**config.mk**
```make
export PLATFORM = sky130hd
export DESIGN_NAME = lin_mode_ctrl
export DESIGN_NICKNAME = d
export VERILOG_FILES = /design/src/pkg/lin_mode_pkg.sv /design/src/pkg/lin_chan_if.sv /design/src/logic/lin_channel.sv /design/src/logic/lin_mode_ctrl.sv
export SDC_FILE = /design/constraint.sdc
export NUM_CORES = 1
export LEC_CHECK = 0
export ABC_AREA = 1
export BUFFER_PORTS_ARGS = -buffer_cell sky130_fd_sc_hd__buf_4
export CAP_MARGIN = 30
export CORE_MARGIN = 10
export CORE_UTILIZATION = 60
export DETAILED_ROUTE_END_ITERATION = 8
export GPL_ROUTABILITY_DRIVEN = 0
export PLACE_DENSITY = 0.8
export SETUP_SLACK_MARGIN = 0.2
export SLEW_MARGIN = 40
export SYNTH_ARGS = -nofsm -noshare
export SYNTH_HDL_FRONTEND = slang
export SYNTH_HIERARCHICAL = 1
export SYNTH_SLANG_ARGS = --single-unit
```
**constraint.sdc**
```tcl
create_clock -name pclk -period 3.35 [get_ports pclk]
set_input_delay 0.335 -clock pclk [delete_from_list [all_inputs] [get_ports pclk]]
set_output_delay 0.335 -clock pclk [all_outputs]
set_load 0.05 [all_outputs]
```
**src/pkg/lin_mode_pkg.sv**
```systemverilog
`default_nettype none
package lin_mode_pkg;
   // Transceiver mode field encodings.
   localparam logic [1:0] MODE_OFF = 2'h0;
   localparam logic [1:0] MODE_WAKE = 2'h1;
   localparam logic [1:0] MODE_RXONLY = 2'h2;
   localparam logic [1:0] MODE_NORMAL = 2'h3;
   // Chip operating modes.
   localparam logic [2:0] CHIP_INIT = 3'h0;
   localparam logic [2:0] CHIP_NORMAL = 3'h1;
   localparam logic [2:0] CHIP_STOP = 3'h2;
   localparam logic [2:0] CHIP_SLEEP = 3'h3;
   localparam logic [2:0] CHIP_RESTART = 3'h4;
   localparam logic [2:0] CHIP_FAILSAFE = 3'h5;
   // Register byte offsets.
   localparam logic [7:0] ADDR_MODE = 8'h00;
   localparam logic [7:0] ADDR_CHIP = 8'h04;
   localparam logic [7:0] ADDR_STATUS = 8'h08;
   localparam logic [7:0] ADDR_IRQ_STAT = 8'h0C;
   localparam logic [7:0] ADDR_IRQ_CLR = 8'h10;
   localparam logic [7:0] ADDR_IRQ_EN = 8'h14;
   // Field positions in the mode register.
   localparam int MODE_CH1_LSB = 0;
   localparam int MODE_CH2_LSB = 2;
   // Interrupt bits: [0] ch1 wake, [1] ch2 wake, [2] ch1 fail, [3] ch2 fail.
   localparam int IRQ_W = 4;
   // Timing.
   localparam int CLK_MHZ = 50;
   localparam int T_EN_US = 10;
   localparam int EN_CYC = T_EN_US * CLK_MHZ;
   localparam int T_TXTO_MS = 12;
   localparam int TXTO_CYC_DEF = T_TXTO_MS * 1000 * CLK_MHZ;
   localparam int T_WK_US = 50;
   localparam int WK_CYC = T_WK_US * CLK_MHZ;
   localparam int T_FILT_NS = 200;
   localparam int FILT_CYC = (T_FILT_NS * CLK_MHZ + 999) / 1000;
   localparam int CNT_W = 20;
endpackage
`default_nettype wire

```
**src/pkg/lin_chan_if.sv**
```systemverilog
`timescale 1ns/1ps
`default_nettype none
interface lin_chan_if;
   logic [1:0] mode;
   logic chip_stop_like;
   logic mode_chg;
   logic txd_s;
   logic bus_s;
   logic drive;
   logic rxd;
   logic fail_ev;
   logic wake_ev;
   modport chan (input mode, chip_stop_like, mode_chg, txd_s, bus_s,
      output drive, rxd, fail_ev, wake_ev);
   modport ctrl (output mode, chip_stop_like, mode_chg, txd_s, bus_s,
      input drive, rxd, fail_ev, wake_ev);
endinterface
`default_nettype wire

```
**src/logic/lin_channel.sv**
```systemverilog
`timescale 1ns/1ps
`default_nettype none
module lin_channel
   import lin_mode_pkg::*;
#(
   parameter int TXTO_CYC = TXTO_CYC_DEF
) (
   // Clock and reset.
   input wire logic pclk,
   input wire logic presetn,
   // Channel link.
   lin_chan_if.chan ch
);
   typedef struct packed {
      logic [CNT_W-1:0] en_cnt;
      logic gate;
      logic [CNT_W-1:0] to_cnt;
      logic timed_out;
      logic [3:0] filt_cnt;
      logic rx_filt;
      logic [CNT_W-1:0] wk_cnt;
      logic wk_long;
      logic woken;
      logic drive;
      logic fail_ev;
      logic wake_ev;
   } chan_state_t;
   chan_state_t s_q, s_d;

   always_comb begin
      s_d = s_q;
      s_d.fail_ev = 1'b0;
      s_d.wake_ev = 1'b0;
      // Noise filter on the received level.
      if (ch.bus_s == s_q.rx_filt) begin
         s_d.filt_cnt = '0;
      end else if (s_q.filt_cnt == 4'(FILT_CYC - 1)) begin
         s_d.rx_filt = ch.bus_s;
         s_d.filt_cnt = '0;
      end else begin
         s_d.filt_cnt = s_q.filt_cnt + 4'h1;
      end
      // Enabling interval restarts on entry into normal mode.
      if (ch.mode_chg) begin
         s_d.en_cnt = '0;
         s_d.gate = 1'b1;
         s_d.woken = 1'b0;
         s_d.wk_cnt = '0;
         s_d.wk_long = 1'b0;
      end else if (s_q.gate) begin
         if (s_q.en_cnt >= CNT_W'(EN_CYC - 1)) begin
            if (ch.txd_s) begin
               s_d.gate = 1'b0;
            end
         end else begin
            s_d.en_cnt = s_q.en_cnt + 1'b1;
         end
      end
      // Transmit timeout.
      if (ch.txd_s) begin
         s_d.to_cnt = '0;
         s_d.timed_out = 1'b0;
      end else if (ch.mode == MODE_NORMAL && !s_q.gate && !s_q.timed_out) begin
         if (s_q.to_cnt >= CNT_W'(TXTO_CYC - 1)) begin
            s_d.timed_out = 1'b1;
            s_d.fail_ev = 1'b1;
         end else begin
            s_d.to_cnt = s_q.to_cnt + 1'b1;
         end
      end
      // Driver: dominant only while input low and enabled.
      s_d.drive = (ch.mode == MODE_NORMAL) && ch.chip_stop_like && !s_d.gate
         && !s_d.timed_out && !ch.txd_s;
      // Wake detection only in wake-capable mode.
      if (ch.mode != MODE_WAKE) begin
         s_d.wk_cnt = '0;
         s_d.wk_long = 1'b0;
         // Leaving wake-capable mode rearms wake detection.
         s_d.woken = 1'b0;
      end else if (!s_q.woken) begin
         if (!s_q.rx_filt) begin
            if (s_q.wk_cnt >= CNT_W'(WK_CYC - 1)) begin
               s_d.wk_long = 1'b1;
            end else begin
               s_d.wk_cnt = s_q.wk_cnt + 1'b1;
            end
         end else begin
            if (s_q.wk_long) begin
               s_d.woken = 1'b1;
               s_d.wake_ev = 1'b1;
            end
            s_d.wk_cnt = '0;
            s_d.wk_long = 1'b0;
         end
      end
   end

   always_ff @(posedge pclk or negedge presetn) begin
      if (!presetn) begin
         s_q <= '{rx_filt: 1'b1, gate: 1'b1, default: '0};
      end else begin
         s_q <= s_d;
      end
   end

   assign ch.drive = s_q.drive;
   assign ch.fail_ev = s_q.fail_ev;
   assign ch.wake_ev = s_q.wake_ev;
   // Receive output: filtered bus in receive-only and normal, in wake mode high until a wake then low, high when off.
   assign ch.rxd = (ch.mode == MODE_OFF) ? 1'b1 :
      (ch.mode == MODE_WAKE) ? !s_q.woken : s_q.rx_filt;
endmodule
`default_nettype wire

```
**src/logic/lin_mode_ctrl.sv**
```systemverilog
`timescale 1ns/1ps
`default_nettype none
module lin_mode_ctrl
   import lin_mode_pkg::*;
#(
   parameter int TXTO_CYC = TXTO_CYC_DEF
) (
   // Clock and reset.
   input wire logic pclk,
   input wire logic presetn,
   // APB slave.
   input wire logic psel,
   input wire logic penable,
   input wire logic pwrite,
   input wire logic [7:0] paddr,
   input wire logic [31:0] pwdata,
   output logic [31:0] prdata,
   output logic pready,
   output logic pslverr,
   // Microcontroller side pins.
   input wire logic [1:0] lin_transmit_input,
   output logic [1:0] lin_receive_output,
   // Bus side.
   input wire logic [1:0] bus_level_in,
   output logic [1:0] bus_dominant_drive,
   // Interrupt.
   output logic irq
);
   typedef struct packed {
      logic [1:0] channel_one_mode_field;
      logic [1:0] channel_two_mode_field;
      logic [2:0] chip_mode;
      logic [1:0] channel_one_failure_flag;
      logic [1:0] channel_two_failure_flag;
      logic [IRQ_W-1:0] irq_stat;
      logic [IRQ_W-1:0] irq_en;
      logic [1:0] txd_m;
      logic [1:0] txd_s;
      logic [1:0] bus_m;
      logic [1:0] bus_s;
      logic [1:0] mode_chg;
      logic [31:0] prdata;
      logic pready;
      logic pslverr;
      logic [1:0] rxd;
      logic [1:0] drive;
      logic irq;
   } ctrl_state_t;
   ctrl_state_t s_q, s_d;

   lin_chan_if cif [2] ();

   function automatic logic mode_allowed(input logic [1:0] m, input logic [2:0] c);
      logic ns;
      ns = (c == CHIP_NORMAL) || (c == CHIP_STOP);
      unique case (m)
         MODE_OFF: mode_allowed = 1'b1;
         MODE_WAKE: mode_allowed = (c != CHIP_INIT);
         MODE_RXONLY: mode_allowed = ns;
         MODE_NORMAL: mode_allowed = (c == CHIP_NORMAL);
      endcase
   endfunction

   function automatic logic [1:0] next_mode(input logic [1:0] cur, input logic [1:0] req,
         input logic [2:0] c);
      next_mode = mode_allowed(req, c) ? req : cur;
   endfunction

   logic [1:0] ev_wake, ev_fail, ch_rxd, ch_drv;
   logic wr, rd;

   assign wr = psel && penable && pwrite && !s_q.pready;
   assign rd = psel && penable && !pwrite && !s_q.pready;

   always_comb begin
      logic [1:0] m1, m2;
      m1 = s_q.channel_one_mode_field;
      m2 = s_q.channel_two_mode_field;
      s_d = s_q;
      s_d.txd_m = lin_transmit_input;
      s_d.txd_s = s_q.txd_m;
      s_d.bus_m = bus_level_in;
      s_d.bus_s = s_q.bus_m;
      s_d.pready = psel && penable && !s_q.pready;
      s_d.pslverr = 1'b0;
      s_d.mode_chg = 2'b00;
      // Chip mode outside normal/stop drops receive-only and normal modes to off.
      if (!(s_q.chip_mode == CHIP_NORMAL || s_q.chip_mode == CHIP_STOP)) begin
         if (m1[1]) begin
            m1 = MODE_OFF;
         end
         if (m2[1]) begin
            m2 = MODE_OFF;
         end
      end
      if (wr) begin
         unique case (paddr)
            ADDR_MODE: begin
               m1 = next_mode(m1, pwdata[MODE_CH1_LSB +: 2], s_q.chip_mode);
               m2 = next_mode(m2, pwdata[MODE_CH2_LSB +: 2], s_q.chip_mode);
            end
            ADDR_CHIP: s_d.chip_mode = pwdata[2:0];
            ADDR_IRQ_CLR: s_d.irq_stat = s_q.irq_stat & ~pwdata[IRQ_W-1:0];
            ADDR_IRQ_EN: s_d.irq_en = pwdata[IRQ_W-1:0];
            ADDR_STATUS: begin
               s_d.channel_one_failure_flag = s_q.channel_one_failure_flag & ~pwdata[1:0];
               s_d.channel_two_failure_flag = s_q.channel_two_failure_flag & ~pwdata[3:2];
            end
            default: s_d.pslverr = 1'b1;
         endcase
      end
      if (rd) begin
         s_d.prdata = '0;
         unique case (paddr)
            ADDR_MODE: s_d.prdata[3:0] = {s_q.channel_two_mode_field,
               s_q.channel_one_mode_field};
            ADDR_CHIP: s_d.prdata[2:0] = s_q.chip_mode;
            ADDR_STATUS: s_d.prdata[3:0] = {s_q.channel_two_failure_flag,
               s_q.channel_one_failure_flag};
            ADDR_IRQ_STAT: s_d.prdata[IRQ_W-1:0] = s_q.irq_stat;
            ADDR_IRQ_EN: s_d.prdata[IRQ_W-1:0] = s_q.irq_en;
            default: s_d.pslverr = 1'b1;
         endcase
      end
      s_d.mode_chg[0] = (m1 == MODE_NORMAL) && (m1 != s_q.channel_one_mode_field);
      s_d.mode_chg[1] = (m2 == MODE_NORMAL) && (m2 != s_q.channel_two_mode_field);
      s_d.channel_one_mode_field = m1;
      s_d.channel_two_mode_field = m2;
      // Hardware set wins over software clear.
      if (ev_fail[0]) begin
         s_d.channel_one_failure_flag[0] = 1'b1;
      end
      if (ev_fail[1]) begin
         s_d.channel_two_failure_flag[0] = 1'b1;
      end
      s_d.irq_stat = s_d.irq_stat | {ev_fail, ev_wake};
      s_d.rxd = ch_rxd;
      s_d.drive = ch_drv;
      s_d.irq = |(s_d.irq_stat & s_d.irq_en);
   end

   for (genvar i = 0; i < 2; i++) begin : g_ch
      assign cif[i].mode = (i == 0) ? s_q.channel_one_mode_field : s_q.channel_two_mode_field;
      assign cif[i].chip_stop_like = (s_q.chip_mode == CHIP_NORMAL) ||
         (s_q.chip_mode == CHIP_STOP);
      assign cif[i].mode_chg = s_q.mode_chg[i];
      assign cif[i].txd_s = s_q.txd_s[i];
      assign cif[i].bus_s = s_q.bus_s[i];
      assign ev_wake[i] = cif[i].wake_ev;
      assign ev_fail[i] = cif[i].fail_ev;
      assign ch_rxd[i] = cif[i].rxd;
      assign ch_drv[i] = cif[i].drive;
      lin_channel #(.TXTO_CYC(TXTO_CYC)) u_ch (
         .pclk(pclk),
         .presetn(presetn),
         .ch(cif[i])
      );
   end

   always_ff @(posedge pclk or negedge presetn) begin
      if (!presetn) begin
         s_q <= '{chip_mode: CHIP_NORMAL, txd_m: 2'h3, txd_s: 2'h3, bus_m: 2'h3,
            bus_s: 2'h3, rxd: 2'h3, default: '0};
      end else begin
         s_q <= s_d;
      end
   end

   assign prdata = s_q.prdata;
   assign pready = s_q.pready;
   assign pslverr = s_q.pslverr;
   assign lin_receive_output = s_q.rxd;
   assign bus_dominant_drive = s_q.drive;
   assign irq = s_q.irq;
endmodule
`default_nettype wire

```
# == Word level (Yosys, flattened, before mapping) ==
# Cells that the tools add are included.
# Widths: inputs -> output; s select.
# word_totals
regBits,184
latchBits,0
ramBits,0
romBits,0
input_bits,49
output_inout_bits,39
word_cells,245
memories,0
# classes
n_addsub,8
mul,0
div,0
order_cmp,6
n_eq_ne,31
shift,0
mux,84
bitwise,10
n_reduce_logical,62
# op_table
cell,count
$mux 21,10
$mux 22,6
$add 20x1->20 const B,6
$mux 20,6
$mux 1,42
$ge 20x12->1 const B,2
$ge 20x20->1 const B,2
$ge 20x9->1 const B,2
$mux 4,6
$logic_and 1x1->1,20
$reduce_and 2->1,10
$eq 2x2->1 const B,8
$eq 8x4->1 const B,2
$eq 8x5->1 const B,2
$mux 2,8
$reduce_bool 2->1,8
$pmux 3 s5,1
$logic_not 1->1,14
$pmux 1 s4,3
$mux 11,1
$reduce_or 5->1,2
$add 4x1->4 const B,2
$and 4x4->4,2
$eq 2x1->1 const B,4
19 further kinds,32

# == Logic depth before layout (Yosys ltp) ==
# Gate-level depths: netlist of the first run.
# logic_depth
depth_word,10
depth_mapped,11
ltp_nobuf,11

# == Hierarchy ==
# Netlist of the first run, hierarchy kept.
# by_module_without_submodules
module,instances,cells_per_inst,area_each_um2,seq_area_each_um2
lin_channel,2,598,4290.4,1804.2
lin_mode_ctrl,1,263,2154.6,1014.7

# == Worst setup path before layout of the first run ==
# Ideal clock, no wire load.
# synth_timing
kind,register to register
start,"reg s_q, in the netlist pready"
end,"reg s_q, in the netlist irq"
setup_time_ns,0.116
arrival_ns,1.424
t_required_ns,3.234
path_slack_ns,1.810
path_stages_with_launch,10
path_buffers,1
period_less_slack_ns,1.540
cell_sequence,dfrtp_1 > nor3_4 > buf_4 > nand3_1 > nand2_1 > nand2_2 > nand2_1 > nand2_1 > inv_1 > nand2_1
# synth_lines
item,line,source
from (decl),lin_mode_ctrl.sv:49,"ctrl_state_t s_q, s_d;"
from (signal assigned),lin_mode_ctrl.sv:162,"s_q <= '{chip_mode: CHIP_NORMAL, txd_m: 2'h3, txd_s: 2'h3, bus_m: 2'h3,"

==> results of run 1 <==
==> final timing paths <==
check                                       from               endpoint  slack, ps  cells after the start
hold / removal                         pwdata[1]                s_q[60]        150                      2
min in group asynchronous                presetn   g_ch[0].u_ch/s_q[11]        480                      2
hold reg to reg            g_ch[0].u_ch/ch.drive  bus_dominant_drive[0]        360                      0
max in group asynchronous                presetn   g_ch[1].u_ch/s_q[51]       2000                      3
setup / recovery             g_ch[1].u_ch/s_q[5]    g_ch[1].u_ch/s_q[7]       1080                      8
setup reg to reg             g_ch[1].u_ch/s_q[5]    g_ch[1].u_ch/s_q[7]       1080                      8
==> what timing repair did <==
action                                 in CTS  in global routing
buffers inserted                            0                  0
hold buffers                                4                  1
endpoints found under the hold margin      71                  1
==> layout make-up <==
| type | count | area (µm²) |
|---|---|---|
| inverter | 153 | 574 |
| clock inverter | 10 | 106 |
| sequential | 184 | 4620 |
| clock buffer | 22 | 484 |
| timing repair buffer | 48 | 379 |
| tap | 225 | 282 |
| fill | 1502 | 5840 |
| multi-input combinational | 1072 | 5130 |
==> sequential cells by signal (all words and copies together), names as in the netlist <==
register,flops
g_ch.u_ch/s_q,138
cif.txd_s,2
pslverr,1
prdata,4
pready,1
lin_receive_output,2
g_ch.u_ch/ch.fail_ev,2
g_ch.u_ch/ch.drive,2
cif.mode,4
s_d,4
irq,1
cif.bus_s,2
cif.mode_chg,2
bus_dominant_drive,2
g_ch.u_ch/ch.wake_ev,2
s_q,15
==> cells in the final DEF (no fill, tap or decap), types with 2 or more instances in the layout <==
cell	n
sky130_fd_sc_hd__a211oi_1	16
sky130_fd_sc_hd__a21boi_0	2
sky130_fd_sc_hd__a21oi_1	17
sky130_fd_sc_hd__a22oi_1	4
sky130_fd_sc_hd__and2_1	8
sky130_fd_sc_hd__buf_4	42
sky130_fd_sc_hd__clkbuf_16	17
sky130_fd_sc_hd__clkbuf_8	5
sky130_fd_sc_hd__clkinv_1	2
sky130_fd_sc_hd__clkinv_4	3
sky130_fd_sc_hd__conb_1	28
sky130_fd_sc_hd__dfrtp_1	169
sky130_fd_sc_hd__dfstp_2	15
sky130_fd_sc_hd__dlygate4sd3_1	5
sky130_fd_sc_hd__ha_1	10
sky130_fd_sc_hd__inv_1	132
sky130_fd_sc_hd__inv_2	19
sky130_fd_sc_hd__inv_6	3
sky130_fd_sc_hd__nand2_1	420
sky130_fd_sc_hd__nand2_2	10
sky130_fd_sc_hd__nand2_4	3
sky130_fd_sc_hd__nand3_1	199
sky130_fd_sc_hd__nand3b_1	7
sky130_fd_sc_hd__nand4_1	32
sky130_fd_sc_hd__nand4_4	2
sky130_fd_sc_hd__nor2_1	181
sky130_fd_sc_hd__nor2_2	13
sky130_fd_sc_hd__nor2_4	2
sky130_fd_sc_hd__nor3_1	17
sky130_fd_sc_hd__nor3_2	4
sky130_fd_sc_hd__nor3_4	4
sky130_fd_sc_hd__nor4_1	6
sky130_fd_sc_hd__o21ai_0	27
sky130_fd_sc_hd__o21ai_1	12
sky130_fd_sc_hd__o21bai_1	3
sky130_fd_sc_hd__o22ai_1	2
sky130_fd_sc_hd__o31ai_1	4
sky130_fd_sc_hd__xnor2_1	6
sky130_fd_sc_hd__xor2_1	30
==> per-stage QoR <==
step / hold slack (ps) / std cells / setup slack (ps) / util / area (µm²)
finish: 151 / 1714 / 1080 / 0.665 / 11600
global route: 135 / 1714 / 941 / 0.665 / 11600
CTS: 2.86 / 1713 / 1160 / 0.664 / 11600
detailed placement: 344 / 1677 / 1200 / 0.628 / 10900
global placement: 341 / 1677 / 1290 / 0.628 / 10900
floorplan: 39.4 / 1486 / 1810 / - / 10800
==> where the power goes <==
| part | switching [mW] | leakage, nW | internal [mW] |
|---|---|---|---|
| logic | 0.339 | 2.71 | 0.0938 |
| clock network | 0.884 | 0.290 | 1.12 |
| registers | 0.0672 | 2.48 | 2.28 |
| total | 1.29 | 5.48 | 3.49 |
==> layer usage <==
layer / GRT usage / part of all wire / up-vias
met5: 0 / 0 / -
met4: 0.0589 / 0.010 / 0
met3: 0.0365 / 0.051 / 21
met2: 0.327 / 0.49 / 256
met1: 0.252 / 0.45 / 4407
li1: - / - / 4646
==> cells by family after synthesis <==
group                    after synthesis  synth area share
XOR/XNOR                              36            0.0294
flip-flops                           184             0.431
adder cells (fa/ha/maj)               10            0.0117
AND/OR/NAND/NOR                      911             0.379
AO/OA/AOI/OAI                         87            0.0476
other                                  1          0.000349
buffers and inverters                230             0.101
==> report_table.html, run 1 <==
<table>
<tr><th>Metric</th><th>Value</th></tr>
<tr><th colspan="2">STA</th></tr>
<tr><td>Period utilization</td><td>0.678</td></tr>
<tr><td>Sum of negative setup slack</td><td>0 ps</td></tr>
<tr><td>Fmax</td><td>about 0.44 GHz</td></tr>
<tr><td>Max-slew violation count</td><td>0</td></tr>
<tr><td>RSZ-0062 raised after global routing</td><td>no</td></tr>
<tr><td>Worst slew slack as a fraction of its limit</td><td>0.577</td></tr>
<tr><td>Transition time at the pin with the least slew margin</td><td>around 630 ps</td></tr>
<tr><td>Finish-stage setup viols</td><td>0</td></tr>
<tr><td>Final hold violation count</td><td>0</td></tr>
<tr><td>Clock period minus final worst setup slack</td><td>2270 ps</td></tr>
<tr><td>Post-route clock skew</td><td>between 8 and 9 ps</td></tr>
<tr><th colspan="2">Final layout</th></tr>
<tr><td>Number of antenna diodes</td><td>0</td></tr>
<tr><td>Post-layout net count</td><td>1535</td></tr>
<tr><td>Growth of design area from synthesis to finish</td><td>7.84%</td></tr>
<tr><td>Fraction of final layout cells with drive strength greater than 1</td><td>0.100</td></tr>
<tr><th colspan="2">Synth</th></tr>
<tr><td>Number of library cell types mapped by synthesis</td><td>41</td></tr>
<tr><td>Post-Synthesis Mean Instance Area</td><td>about 7.4 µm²</td></tr>
<tr><td>Top post-synthesis cells by count</td><td>sky130_fd_sc_hd__nand2_1 (420), sky130_fd_sc_hd__nand3_1 (199), sky130_fd_sc_hd__nor2_1 (181)</td></tr>
<tr><td>Number of flops mapped to enable cells by yosys</td><td>0</td></tr>
<tr><td>Total of flip-flops plus latches after synthesis</td><td>184</td></tr>
<tr><td>Synth top area share</td><td>0.394</td></tr>
<tr><td>Portion of the post-synthesis area used by sequential elements</td><td>0.431</td></tr>
<tr><td>Share of async-settable or async-resettable flops after synthesis</td><td>1.00</td></tr>
<tr><td>Post-synthesis instance area</td><td>approximately 11000 µm²</td></tr>
<tr><td>Most repeated cell in the gate-level netlist after synthesis</td><td>sky130_fd_sc_hd__nand2_1</td></tr>
<tr><td>Mapped Cells</td><td>1459</td></tr>
<tr><td>Library cell occupying the most area in the post-synthesis netlist</td><td>sky130_fd_sc_hd__dfrtp_1</td></tr>
<tr><td>Most area-consuming cells after synthesis</td><td>sky130_fd_sc_hd__dfrtp_1 (39%), sky130_fd_sc_hd__nand2_1 (15%), sky130_fd_sc_hd__nand3_1 (9.3%)</td></tr>
<tr><td>Count of yosys warnings during synthesis</td><td>6</td></tr>
<tr><td>Most common flop cell mapped by yosys</td><td>sky130_fd_sc_hd__dfrtp_1</td></tr>
<tr><th colspan="2">CTS</th></tr>
<tr><td>Cts bufs inserted</td><td>17</td></tr>
<tr><td>Clock transition at the registers of the reported paths</td><td>70 ps</td></tr>
<tr><td>Number of buffers on the longest clock path</td><td>2</td></tr>
<tr><td>Number of instances resized during post-cts repair</td><td>0</td></tr>
<tr><td>Clock tree from TritonCTS</td><td>built</td></tr>
<tr><td>Worst skew pair latency</td><td>around 430 ps</td></tr>
<tr><td>Number of clock sinks</td><td>~180</td></tr>
<tr><td>Count of H-tree levels built during CTS</td><td>4</td></tr>
<tr><td>Root Buffer</td><td>sky130_fd_sc_hd__clkbuf_16</td></tr>
<tr><th colspan="2">Die</th></tr>
<tr><td>Initial standard-cell utilization of the core</td><td>0.616</td></tr>
<tr><td>Die Area</td><td>about 24000 µm²</td></tr>
<tr><td>Std-Cell Core Area</td><td>17400 µm²</td></tr>
<tr><td>Die height</td><td>154 µm</td></tr>
<tr><td>Die W</td><td>roughly 150 µm</td></tr>
<tr><td>Total I/O pin count</td><td>88</td></tr>
<tr><td>Core Rows</td><td>48</td></tr>
<tr><th colspan="2">GRT</th></tr>
<tr><td>First-pass GRT wire length</td><td>~40000 µm</td></tr>
<tr><td>Vias in the first global route</td><td>about 8800</td></tr>
<tr><td>GRT Util Overall</td><td>0.196</td></tr>
<tr><td>Largest net degree at the start of global routing</td><td>79</td></tr>
<tr><td>Gr ovfl total</td><td>0</td></tr>
<tr><td>Number of antenna violations at the first check in global routing</td><td>0</td></tr>
<tr><th colspan="2">Worst setup path</th></tr>
<tr><td>CP delay by family, top</td><td>simple AND/OR/NAND/NOR gates</td></tr>
<tr><td>Cells along the critical path</td><td>ha_1 -&gt; nor2_1 -&gt; nand2_1 -&gt; nand4_1 -&gt; nand2_2 -&gt; nand3_1 -&gt; nand2_1 -&gt; nor2_1</td></tr>
<tr><td>CP required</td><td>around 3700 ps</td></tr>
<tr><td>Kind of critical path</td><td>reg2reg</td></tr>
<tr><td>Endpoint class of the critical path</td><td>flop</td></tr>
<tr><td>Arrival time at the worst endpoint</td><td>approximately 2600 ps</td></tr>
<tr><td>CP bufs+invs</td><td>0</td></tr>
<tr><td>Cell at the slowest stage of the critical path</td><td>sky130_fd_sc_hd__nand4_1</td></tr>
<tr><td>Biggest cell delay along the critical path</td><td>approximately 500 ps</td></tr>
<tr><td>Critical Path Start Type</td><td>flop</td></tr>
<tr><td>Worst-path maximum fanout</td><td>13</td></tr>
<tr><th colspan="2">Routing</th></tr>
<tr><td>Total length of routed wires</td><td>around 23000 µm</td></tr>
<tr><td>Count of nets left with antenna violations after detail routing</td><td>0</td></tr>
<tr><td>DRT iter0 DRCs</td><td>715</td></tr>
<tr><td>Detailed-route wire length per cell</td><td>approximately 14 µm</td></tr>
<tr><td>Detailed-route via count</td><td>around 9300</td></tr>
<tr><td>DRC violations left</td><td>0</td></tr>
<tr><td>Initial DRT Pass Iterations</td><td>6</td></tr>
<tr><td>Number of vias per cell after detailed routing</td><td>5.44</td></tr>
<tr><th colspan="2">Flow run</th></tr>
<tr><td>Reported max-cap violation count</td><td>0</td></tr>
<tr><th colspan="2">Place</th></tr>
<tr><td># port buffers</td><td>31</td></tr>
<tr><td>Post-detailed-placement half-perimeter wirelength</td><td>around 16000 µm</td></tr>
<tr><th colspan="2">Pwr</th></tr>
<tr><td>Overall power</td><td>between 4 and 5 mW</td></tr>
<tr><td>Leakage power</td><td>5.48 nW</td></tr>
<tr><td>P per Cell Area</td><td>around 410 nW/µm²</td></tr>
<tr><td>IR Drop Worst-Case VDD</td><td>around 480 µV</td></tr>
<tr><th colspan="2">Status</th></tr>
<tr><td>Run status</td><td>complete, no violations</td></tr>
<tr><th colspan="2">Worst hold path</th></tr>
<tr><td>Worst hold path class</td><td>in2reg</td></tr>
</table>
Note: power is estimated with default switching activity, not from simulation.
==> inputs of run 2 (changes only) <==
==> constraint.sdc (replaced) <==
create_clock -name pclk -period 2.1 [get_ports pclk]
set_input_delay 0.21 -clock pclk [delete_from_list [all_inputs] [get_ports pclk]]
set_output_delay 0.21 -clock pclk [all_outputs]
set_load 0.05 [all_outputs]
==> run 2 against run 1 <==
  * Non-clock buffer count grew 15
  * Clock-buffer cell count shrank 3
  * Clock skew grew 0.64 ps
  * Via count grew 1.1%
  * Register-to-register slack lost 750 ps
  * Global-route usage shrank 0.10 points
  * Setup slack lost 750 ps
  * Die area is the same
  * Sequential power grew 59%
  * Fmax grew 28%
  * Largest cell class unchanged
==> report_table.html, run 2 (synthesis results as in run 1) <==
<table>
<tr><th>Metric</th><th>Value</th></tr>
<tr><th colspan="2">Die</th></tr>
<tr><td>Initial standard-cell utilization of the core</td><td>0.616</td></tr>
<tr><td>Std-Cell Core Area</td><td>17400 µm²</td></tr>
<tr><td>Core Rows</td><td>48</td></tr>
<tr><td>Die height</td><td>approximately 150 µm</td></tr>
<tr><td>Die Area</td><td>about 24000 µm²</td></tr>
<tr><td>Die W</td><td>between 150 and 200 µm</td></tr>
<tr><td>Total I/O pin count</td><td>88</td></tr>
<tr><th colspan="2">Place</th></tr>
<tr><td>Post-detailed-placement half-perimeter wirelength</td><td>between 15000 and 20000 µm</td></tr>
<tr><td>Placed instance count</td><td>around 1700</td></tr>
<tr><td># port buffers</td><td>31</td></tr>
<tr><th colspan="2">Routing</th></tr>
<tr><td>Initial DRT Pass Iterations</td><td>8</td></tr>
<tr><td>Number of vias per cell after detailed routing</td><td>between 5 and 6</td></tr>
<tr><td>DRC violations left</td><td>0</td></tr>
<tr><td>DRT iter0 DRCs</td><td>roughly 720</td></tr>
<tr><td>Detailed-route wire length per cell</td><td>between 10 and 15 µm</td></tr>
<tr><td>Total length of routed wires</td><td>approximately 24000 µm</td></tr>
<tr><td>Count of nets left with antenna violations after detail routing</td><td>0</td></tr>
<tr><td>Detailed-route via count</td><td>~9400</td></tr>
<tr><th colspan="2">Final layout</th></tr>
<tr><td>Fraction of final layout cells with drive strength greater than 1</td><td>0.116</td></tr>
<tr><td>Registers with the most flip-flops</td><td>g_ch.u_ch/s_q: 138 flops, s_q: 15 flops</td></tr>
<tr><td>Post-route non-filler standard cell count</td><td>1733</td></tr>
<tr><td>Growth of design area from synthesis to finish</td><td>9.80%</td></tr>
<tr><td>Commonest cells after routing, fill and taps aside</td><td>sky130_fd_sc_hd__nand2_1 (419), sky130_fd_sc_hd__nand3_1 (196), sky130_fd_sc_hd__nor2_1 (180)</td></tr>
<tr><td>Final core occ</td><td>0.677</td></tr>
<tr><td>Flip-flop count of the largest register after layout</td><td>around 140</td></tr>
<tr><td>Post-layout net count</td><td>1554</td></tr>
<tr><td>Most common library cell in the layout ignoring fill and taps</td><td>sky130_fd_sc_hd__nand2_1</td></tr>
<tr><td>Fill cells</td><td>around 1400</td></tr>
<tr><td>Most flop-heavy register</td><td>g_ch.u_ch/s_q</td></tr>
<tr><td>Number of antenna diodes</td><td>0</td></tr>
<tr><th colspan="2">Pwr</th></tr>
<tr><td>Leakage power</td><td>roughly 5.5 nW</td></tr>
<tr><td>IR Drop Worst-Case VDD</td><td>just under 600 µV</td></tr>
<tr><td>Overall power</td><td>7.48 mW</td></tr>
<tr><td>P per Cell Area</td><td>approximately 630 nW/µm²</td></tr>
<tr><th colspan="2">Worst setup path</th></tr>
<tr><td>Worst-path maximum fanout</td><td>19</td></tr>
<tr><td>Biggest cell delay along the critical path</td><td>between 400 and 500 ps</td></tr>
<tr><td>Reg-to-Reg End</td><td>g_ch[0].u_ch/ch.drive</td></tr>
<tr><td>Cells along the critical path</td><td>ha_1 -&gt; nor2_1 -&gt; nand2_1 -&gt; nand3_1 -&gt; nand3_1 -&gt; nand2_4 -&gt; inv_2 -&gt; nand3_1 -&gt; nor2_1</td></tr>
<tr><td>Reg-to-reg critical path startpoint</td><td>g_ch[0].u_ch/s_q[52]</td></tr>
<tr><td>Register-to-register setup slack</td><td>between 300 and 400 ps</td></tr>
<tr><td>Arrival time at the worst endpoint</td><td>2090 ps</td></tr>
<tr><td>Depth of the worst register-to-register path</td><td>9</td></tr>
<tr><td>Endpoint class of the critical path</td><td>flop</td></tr>
<tr><td>Cell at the slowest stage of the critical path</td><td>sky130_fd_sc_hd__dfrtp_1</td></tr>
<tr><td>Kind of critical path</td><td>reg2reg</td></tr>
<tr><td>Most numerous cell on the critical path</td><td>sky130_fd_sc_hd__nand3_1</td></tr>
<tr><td>CP required</td><td>roughly 2400 ps</td></tr>
<tr><td>Critical Path Start Type</td><td>flop</td></tr>
<tr><th colspan="2">STA</th></tr>
<tr><td>Post-route clock skew</td><td>around 9.1 ps</td></tr>
<tr><td>Period utilization</td><td>0.842</td></tr>
<tr><td>Max-slew violation count</td><td>0</td></tr>
<tr><td>Finish-stage setup viols</td><td>0</td></tr>
<tr><td>Fmax</td><td>about 0.57 GHz</td></tr>
<tr><td>Final hold slack</td><td>just under 20 ps</td></tr>
<tr><td>Sum of negative setup slack</td><td>0 ps</td></tr>
<tr><td>RSZ-0062 raised after global routing</td><td>no</td></tr>
<tr><td>Transition time at the pin with the least slew margin</td><td>approximately 630 ps</td></tr>
<tr><td>Clock period minus final worst setup slack</td><td>1770 ps</td></tr>
<tr><td>Worst slew slack as a fraction of its limit</td><td>0.578</td></tr>
<tr><td>Final hold violation count</td><td>0</td></tr>
<tr><th colspan="2">GRT</th></tr>
<tr><td>Number of antenna violations at the first check in global routing</td><td>0</td></tr>
<tr><td>GRT Util Overall</td><td>0.195</td></tr>
<tr><td>Vias in the first global route</td><td>~8800</td></tr>
<tr><td>Gr ovfl total</td><td>0</td></tr>
<tr><td>Largest net degree at the start of global routing</td><td>50</td></tr>
<tr><td>First-pass GRT wire length</td><td>between 30000 and 40000 µm</td></tr>
<tr><th colspan="2">Worst hold path</th></tr>
<tr><td>Worst hold path class</td><td>in2reg</td></tr>
<tr><td>Endpoint, Worst Hold</td><td>s_q[58]</td></tr>
<tr><td>Hold path start</td><td>pwdata[3]</td></tr>
<tr><td>Worst hold stages</td><td>2</td></tr>
<tr><th colspan="2">CTS</th></tr>
<tr><td>Root Buffer</td><td>sky130_fd_sc_hd__clkbuf_16</td></tr>
<tr><td>Cts bufs inserted</td><td>17</td></tr>
<tr><td>Count of H-tree levels built during CTS</td><td>4</td></tr>
<tr><td>Clock transition at the registers of the reported paths</td><td>70 ps</td></tr>
<tr><td>Clock tree from TritonCTS</td><td>built</td></tr>
<tr><td>Number of clock sinks</td><td>approximately 180</td></tr>
<tr><td>Number of buffers on the longest clock path</td><td>2</td></tr>
<tr><td>Worst skew pair latency</td><td>roughly 430 ps</td></tr>
<tr><th colspan="2">Flow run</th></tr>
<tr><td>Reported max-cap violation count</td><td>0</td></tr>
<tr><th colspan="2">Status</th></tr>
<tr><td>Run status</td><td>complete, no violations</td></tr>
</table>
run 2: changes by cell type in the layout (fill, tap and decap cells not counted), moves of 3 or more:
cell / change
sky130_fd_sc_hd__nand3_2: +3
sky130_fd_sc_hd__buf_4: +12
sky130_fd_sc_hd__clkbuf_8: -4
sky130_fd_sc_hd__buf_12: +3
sky130_fd_sc_hd__nand3_1: -3
sky130_fd_sc_hd__nand2_4: +3
sky130_fd_sc_hd__nand4_2: +3
run 2: repair_timing:
action | CTS | global route
resized for setup | 1 | 12
pin swaps | 0 | 2
gates cloned | 1 | 3
setup buffers | 0 | 6
setup endpoints to repair | 16 | 78
hold endpoints to repair | 48 | 0
hold buffers | 5 | 0
run 2: metal layers:
metal / up-vias / track usage / share of wire
li1: 4699 / - / -
met1: 4393 / 0.257 / 0.46
met2: 302 / 0.316 / 0.47
met3: 37 / 0.0407 / 0.062
met4: 0 / 0.0562 / 0.015
met5: - / 0 / 0
run 2: cell type report:
class	instances	area [µm²]	area share
Multi-Input combinational cell	1076	5220	0.443
Sequential cell	184	4630	0.392
Inverter	153	574	0.0487
Timing Repair Buffer	63	529	0.0449
Clock buffer	19	433	0.0367
Tap cell	225	282	0.0239
Clock inverter	13	120	0.0102
run 2: stage by stage:
stage	setup slack, ps	cell area, µm²
after floorplan	560	10800
after global placement	223	11000
after detailed placement	172	11000
after CTS	215	11700
after global routing	201	11800
final	331	11800
run 2: critical path: cells and delay by family (launching register included):
family / cells / cell delay, ps
AND/OR/NAND/NOR: 7 / 880
flip-flops: 1 / 420
adder cells (fa/ha/maj): 1 / 230
buffers and inverters: 1 / 110
run 2: worst max-delay path by stage:
stage	end	start	slack [ps]
final	g_ch[0].u_ch/ch.drive	g_ch[0].u_ch/s_q[52]	330
after detailed placement	g_ch[0].u_ch/s_q[41]	g_ch[0].u_ch/s_q[31]	170
after floorplan	irq	pready	560
after global routing	g_ch[0].u_ch/s_q[40]	g_ch[0].u_ch/s_q[31]	200
after global placement	g_ch[0].u_ch/s_q[47]	g_ch[0].u_ch/s_q[31]	220
after CTS	g_ch[1].u_ch/s_q[11]	g_ch[1].u_ch/s_q[5]	220
run 2: power breakdown:
part | internal (mW) | switching, mW | total (mW)
combinational | 0.163 | 0.541 | 0.703
clock | 1.65 | 1.39 | 3.04
sequential | 3.63 | 0.103 | 3.73
==> inputs of run 3 (changes only) <==
--- a/config.mk
+++ b/config.mk
@@ -9,10 +9,10 @@
 export BUFFER_PORTS_ARGS = -buffer_cell sky130_fd_sc_hd__buf_4
 export CAP_MARGIN = 30
 export CORE_MARGIN = 10
-export CORE_UTILIZATION = 60
+export CORE_UTILIZATION = 55
 export DETAILED_ROUTE_END_ITERATION = 8
 export GPL_ROUTABILITY_DRIVEN = 0
-export PLACE_DENSITY = 0.8
+export PLACE_DENSITY = 0.77
 export SETUP_SLACK_MARGIN = 0.2
 export SLEW_MARGIN = 40
 export SYNTH_ARGS = -nofsm -noshare
==> constraint.sdc (replaced) <==
create_clock -name pclk -period 1.6 [get_ports pclk]
set_input_delay 0.16 -clock pclk [delete_from_list [all_inputs] [get_ports pclk]]
set_output_delay 0.16 -clock pclk [all_outputs]
set_load 0.05 [all_outputs]
==> run 3 against run 2 <==
  * The run now ends with negative setup slack left
  * Sequential power increased by 31%
  * Register-to-register slack got worse by 490 ps
  * Clock power increased by 44%
  * Die area increased by 7.9%
  * Wire length increased by 51%
  * Sequential cell count unchanged
  * Fmax increased by 0.80%
  * Critical endpoint is now g_ch[0].u_ch/s_q[12]
  * Largest power group unchanged
  * Highest routed layer unchanged
==> report_table.html, run 3 (synthesis results as in run 1) <==
<table>
<tr><th>Metric</th><th>Value</th></tr>
<tr><th colspan="2">Status</th></tr>
<tr><td>Run status</td><td>finished, violations left</td></tr>
<tr><td>Failing checks</td><td>negative setup slack</td></tr>
<tr><th colspan="2">Worst setup path</th></tr>
<tr><td>Endpoint class of the critical path</td><td>flop</td></tr>
<tr><td>CP bufs+invs</td><td>1</td></tr>
<tr><td>Kind of critical path</td><td>reg2reg</td></tr>
<tr><td>Biggest cell delay along the critical path</td><td>roughly 390 ps</td></tr>
<tr><td>Cell at the slowest stage of the critical path</td><td>sky130_fd_sc_hd__dfrtp_2</td></tr>
<tr><td>CP required</td><td>between 1500 and 2000 ps</td></tr>
<tr><td>Arrival time at the worst endpoint</td><td>about 2100 ps</td></tr>
<tr><td>Worst-path maximum fanout</td><td>4</td></tr>
<tr><td>Critical Path Start Type</td><td>flop</td></tr>
<tr><td>Cells along the critical path</td><td>buf_4 -&gt; nand2_1 -&gt; nor2_1 -&gt; nand2_1 -&gt; xor2_1 -&gt; nand3_2 -&gt; nand3_2 -&gt; o21ai_1</td></tr>
<tr><td>CP delay by family, top</td><td>simple AND/OR/NAND/NOR gates</td></tr>
<tr><th colspan="2">CTS</th></tr>
<tr><td>Count of H-tree levels built during CTS</td><td>4</td></tr>
<tr><td>Clock transition at the registers of the reported paths</td><td>about 70 ps</td></tr>
<tr><td>Number of clock sinks</td><td>about 180</td></tr>
<tr><td>Cts bufs inserted</td><td>17</td></tr>
<tr><td>Worst skew pair latency</td><td>roughly 450 ps</td></tr>
<tr><td>Clock tree from TritonCTS</td><td>built</td></tr>
<tr><td>Number of buffers on the longest clock path</td><td>2</td></tr>
<tr><td>Root Buffer</td><td>sky130_fd_sc_hd__clkbuf_16</td></tr>
<tr><th colspan="2">Final layout</th></tr>
<tr><td>Growth of design area from synthesis to finish</td><td>38.7%</td></tr>
<tr><td>Final core occ</td><td>0.770</td></tr>
<tr><td>Number of antenna diodes</td><td>0</td></tr>
<tr><td>Registers with the most flip-flops</td><td>g_ch.u_ch/s_q: 138 flops, s_q: 15 flops</td></tr>
<tr><td>Most common library cell in the layout ignoring fill and taps</td><td>sky130_fd_sc_hd__nand2_1</td></tr>
<tr><td>Commonest cells after routing, fill and taps aside</td><td>sky130_fd_sc_hd__nand2_1 (332), sky130_fd_sc_hd__buf_4 (154), sky130_fd_sc_hd__dfrtp_1 (144)</td></tr>
<tr><td>Flip-flop count of the largest register after layout</td><td>around 140</td></tr>
<tr><td>Fraction of final layout cells with drive strength greater than 1</td><td>0.378</td></tr>
<tr><td>Post-layout net count</td><td>about 1700</td></tr>
<tr><td>Most flop-heavy register</td><td>g_ch.u_ch/s_q</td></tr>
<tr><th colspan="2">Pwr</th></tr>
<tr><td>Net switching power</td><td>roughly 3.6 mW</td></tr>
<tr><td>Clock power share</td><td>0.387</td></tr>
<tr><td>Share of total power in sequential cells</td><td>0.428</td></tr>
<tr><td>Leakage power</td><td>between 6 and 7 nW</td></tr>
<tr><td>Proportion of power drawn by combinational gates</td><td>0.185</td></tr>
<tr><td>Net Sw Frac</td><td>0.314</td></tr>
<tr><td>P per Cell Area</td><td>763 nW/µm²</td></tr>
<tr><td>Int Pwr</td><td>just under 8 mW</td></tr>
<tr><td>IR Drop Worst-Case VDD</td><td>between 800 and 900 µV</td></tr>
<tr><th colspan="2">STA</th></tr>
<tr><td>Max-slew violation count</td><td>0</td></tr>
<tr><td>Transition time at the pin with the least slew margin</td><td>between 500 and 600 ps</td></tr>
<tr><td>Sum of negative setup slack</td><td>-2010 ps</td></tr>
<tr><td>Final hold slack</td><td>between 40 and 50 ps</td></tr>
<tr><td>Fmax</td><td>between 0.5 and 0.6 GHz</td></tr>
<tr><td>Period utilization</td><td>1.10</td></tr>
<tr><td>Final hold violation count</td><td>0</td></tr>
<tr><td>Worst slew slack as a fraction of its limit</td><td>0.653</td></tr>
<tr><td>Finish-stage setup viols</td><td>53</td></tr>
<tr><td>Final worst-path setup slack</td><td>-154 ps</td></tr>
<tr><td>Clock period minus final worst setup slack</td><td>approximately 1800 ps</td></tr>
<tr><td>RSZ-0062 raised after global routing</td><td>yes</td></tr>
<tr><td>Post-route clock skew</td><td>11.4 ps</td></tr>
<tr><th colspan="2">Routing</th></tr>
<tr><td>Count of nets left with antenna violations after detail routing</td><td>0</td></tr>
<tr><td>Initial DRT Pass Iterations</td><td>8</td></tr>
<tr><td>Detailed-route wire length per cell</td><td>18.6 µm</td></tr>
<tr><td>DRT iter0 DRCs</td><td>between 1500 and 2000</td></tr>
<tr><td>Total length of routed wires</td><td>roughly 36000 µm</td></tr>
<tr><td>Number of vias per cell after detailed routing</td><td>around 5.9</td></tr>
<tr><td>DRC violations left</td><td>0</td></tr>
<tr><td>Detailed-route via count</td><td>11427</td></tr>
<tr><th colspan="2">GRT</th></tr>
<tr><td>Number of antenna violations at the first check in global routing</td><td>0</td></tr>
<tr><td>First-pass GRT wire length</td><td>roughly 49000 µm</td></tr>
<tr><td>Gr ovfl total</td><td>0</td></tr>
<tr><td>Vias in the first global route</td><td>between 10000 and 15000</td></tr>
<tr><td>Largest net degree at the start of global routing</td><td>37</td></tr>
<tr><td>GRT Util Overall</td><td>0.225</td></tr>
<tr><th colspan="2">Die</th></tr>
<tr><td>Die height</td><td>around 160 µm</td></tr>
<tr><td>Total I/O pin count</td><td>88</td></tr>
<tr><td>Core Rows</td><td>51</td></tr>
<tr><td>Die Area</td><td>approximately 26000 µm²</td></tr>
<tr><td>Std-Cell Core Area</td><td>about 19000 µm²</td></tr>
<tr><td>Die W</td><td>160 µm</td></tr>
<tr><td>Initial standard-cell utilization of the core</td><td>0.555</td></tr>
<tr><th colspan="2">Flow run</th></tr>
<tr><td>Reported max-cap violation count</td><td>0</td></tr>
<tr><th colspan="2">Place</th></tr>
<tr><td>Worst setup slack before clock tree synthesis</td><td>-17.6 ps</td></tr>
<tr><td>Post-detailed-placement half-perimeter wirelength</td><td>about 17000 µm</td></tr>
<tr><td># port buffers</td><td>31</td></tr>
<tr><th colspan="2">Worst hold path</th></tr>
<tr><td>Worst hold path class</td><td>in2reg</td></tr>
</table>
-- run 3: changes by cell type in the layout (fill, tap and decap cells not counted), sizes merged --
cell	delta
buf	+146
nand2	+4
nand4	-3
dlygate4sd3	+2
clkbuf	-1
clkinv	+1
inv	+1
-- run 3: repair_timing --
item                                    in CTS  in global routing
gates cloned                                 9                  1
pin swaps                                  110                120
setup buffers                               65                 31
endpoints found under the setup margin     118                137
hold buffers                                 7                  0
endpoints found under the hold margin      151                  0
resized for setup                          198                265
-- run 3: power by group through the flow --
stage               Combinational [mW]  Sequential, mW  Clock (mW)
floorplan                        0.817            4.91           0
global placement                  1.02            4.96           0
detailed placement                1.03            4.96           0
CTS                               1.37            4.85        4.39
global route                      2.21            4.88        4.62
finish                            2.10            4.87        4.39
-- run 3: area by class of cell --
class                           instances  area, µm²
Clock buffer                           18        429
Clock inverter                         14        181
Fill cell                            1112       4440
Inverter                              153        603
Multi-Input combinational cell       1077       6730
Sequential cell                       184       4650
Tap cell                              265        332
Timing Repair Buffer                  211       1950
Timing Repair inverter                  1       11.3
-- run 3: final timing paths --
path / start / endpoint / slack (ps) / depth (start not counted)
worst max-delay path: g_ch[0].u_ch/s_q[11] / g_ch[0].u_ch/s_q[12] / -150 / 8
worst min-delay path: pwdata[2] / s_q[51] / 50 / 3
worst max register to register: g_ch[0].u_ch/s_q[11] / g_ch[0].u_ch/s_q[12] / -150 / 8
worst min register to register: s_d[46] / cif[1].txd_s / 360 / 0
max in group asynchronous: presetn / lin_receive_output[1] / 770 / 3
min in group asynchronous: presetn / g_ch[0].u_ch/s_q[69] / 200 / 2
-- run 3: per-stage QoR --
| stage | instances | cell area [µm²] | total power, mW |
|---|---|---|---|
| after floorplan | 1486 | 10900 | 5.72 |
| after detailed placement | 1778 | 11600 | 5.99 |
| after global placement | 1778 | 11600 | 5.97 |
| after CTS | 1891 | 13600 | 10.6 |
| final | 1923 | 14900 | 11.4 |
| after global routing | 1923 | 14900 | 11.7 |
-- run 3: worst register-to-register path: stages (launching register included) --
cell and delay, ps:
sky130_fd_sc_hd__dfrtp_2 390, sky130_fd_sc_hd__buf_4 150, sky130_fd_sc_hd__nand2_1 70, sky130_fd_sc_hd__nor2_1 300, sky130_fd_sc_hd__nand2_1 190, sky130_fd_sc_hd__xor2_1 300
sky130_fd_sc_hd__nand3_2 130, sky130_fd_sc_hd__nand3_2 70, sky130_fd_sc_hd__o21ai_1 50
-- run 3: per-layer routing --
layer,routed length (µm),track usage,vias to the layer above
met5,0,0,-
met4,1870,0.0918,0
met3,2930,0.0437,207
met2,17600,0.379,773
met1,13300,0.277,5427
li1,-,-,5020
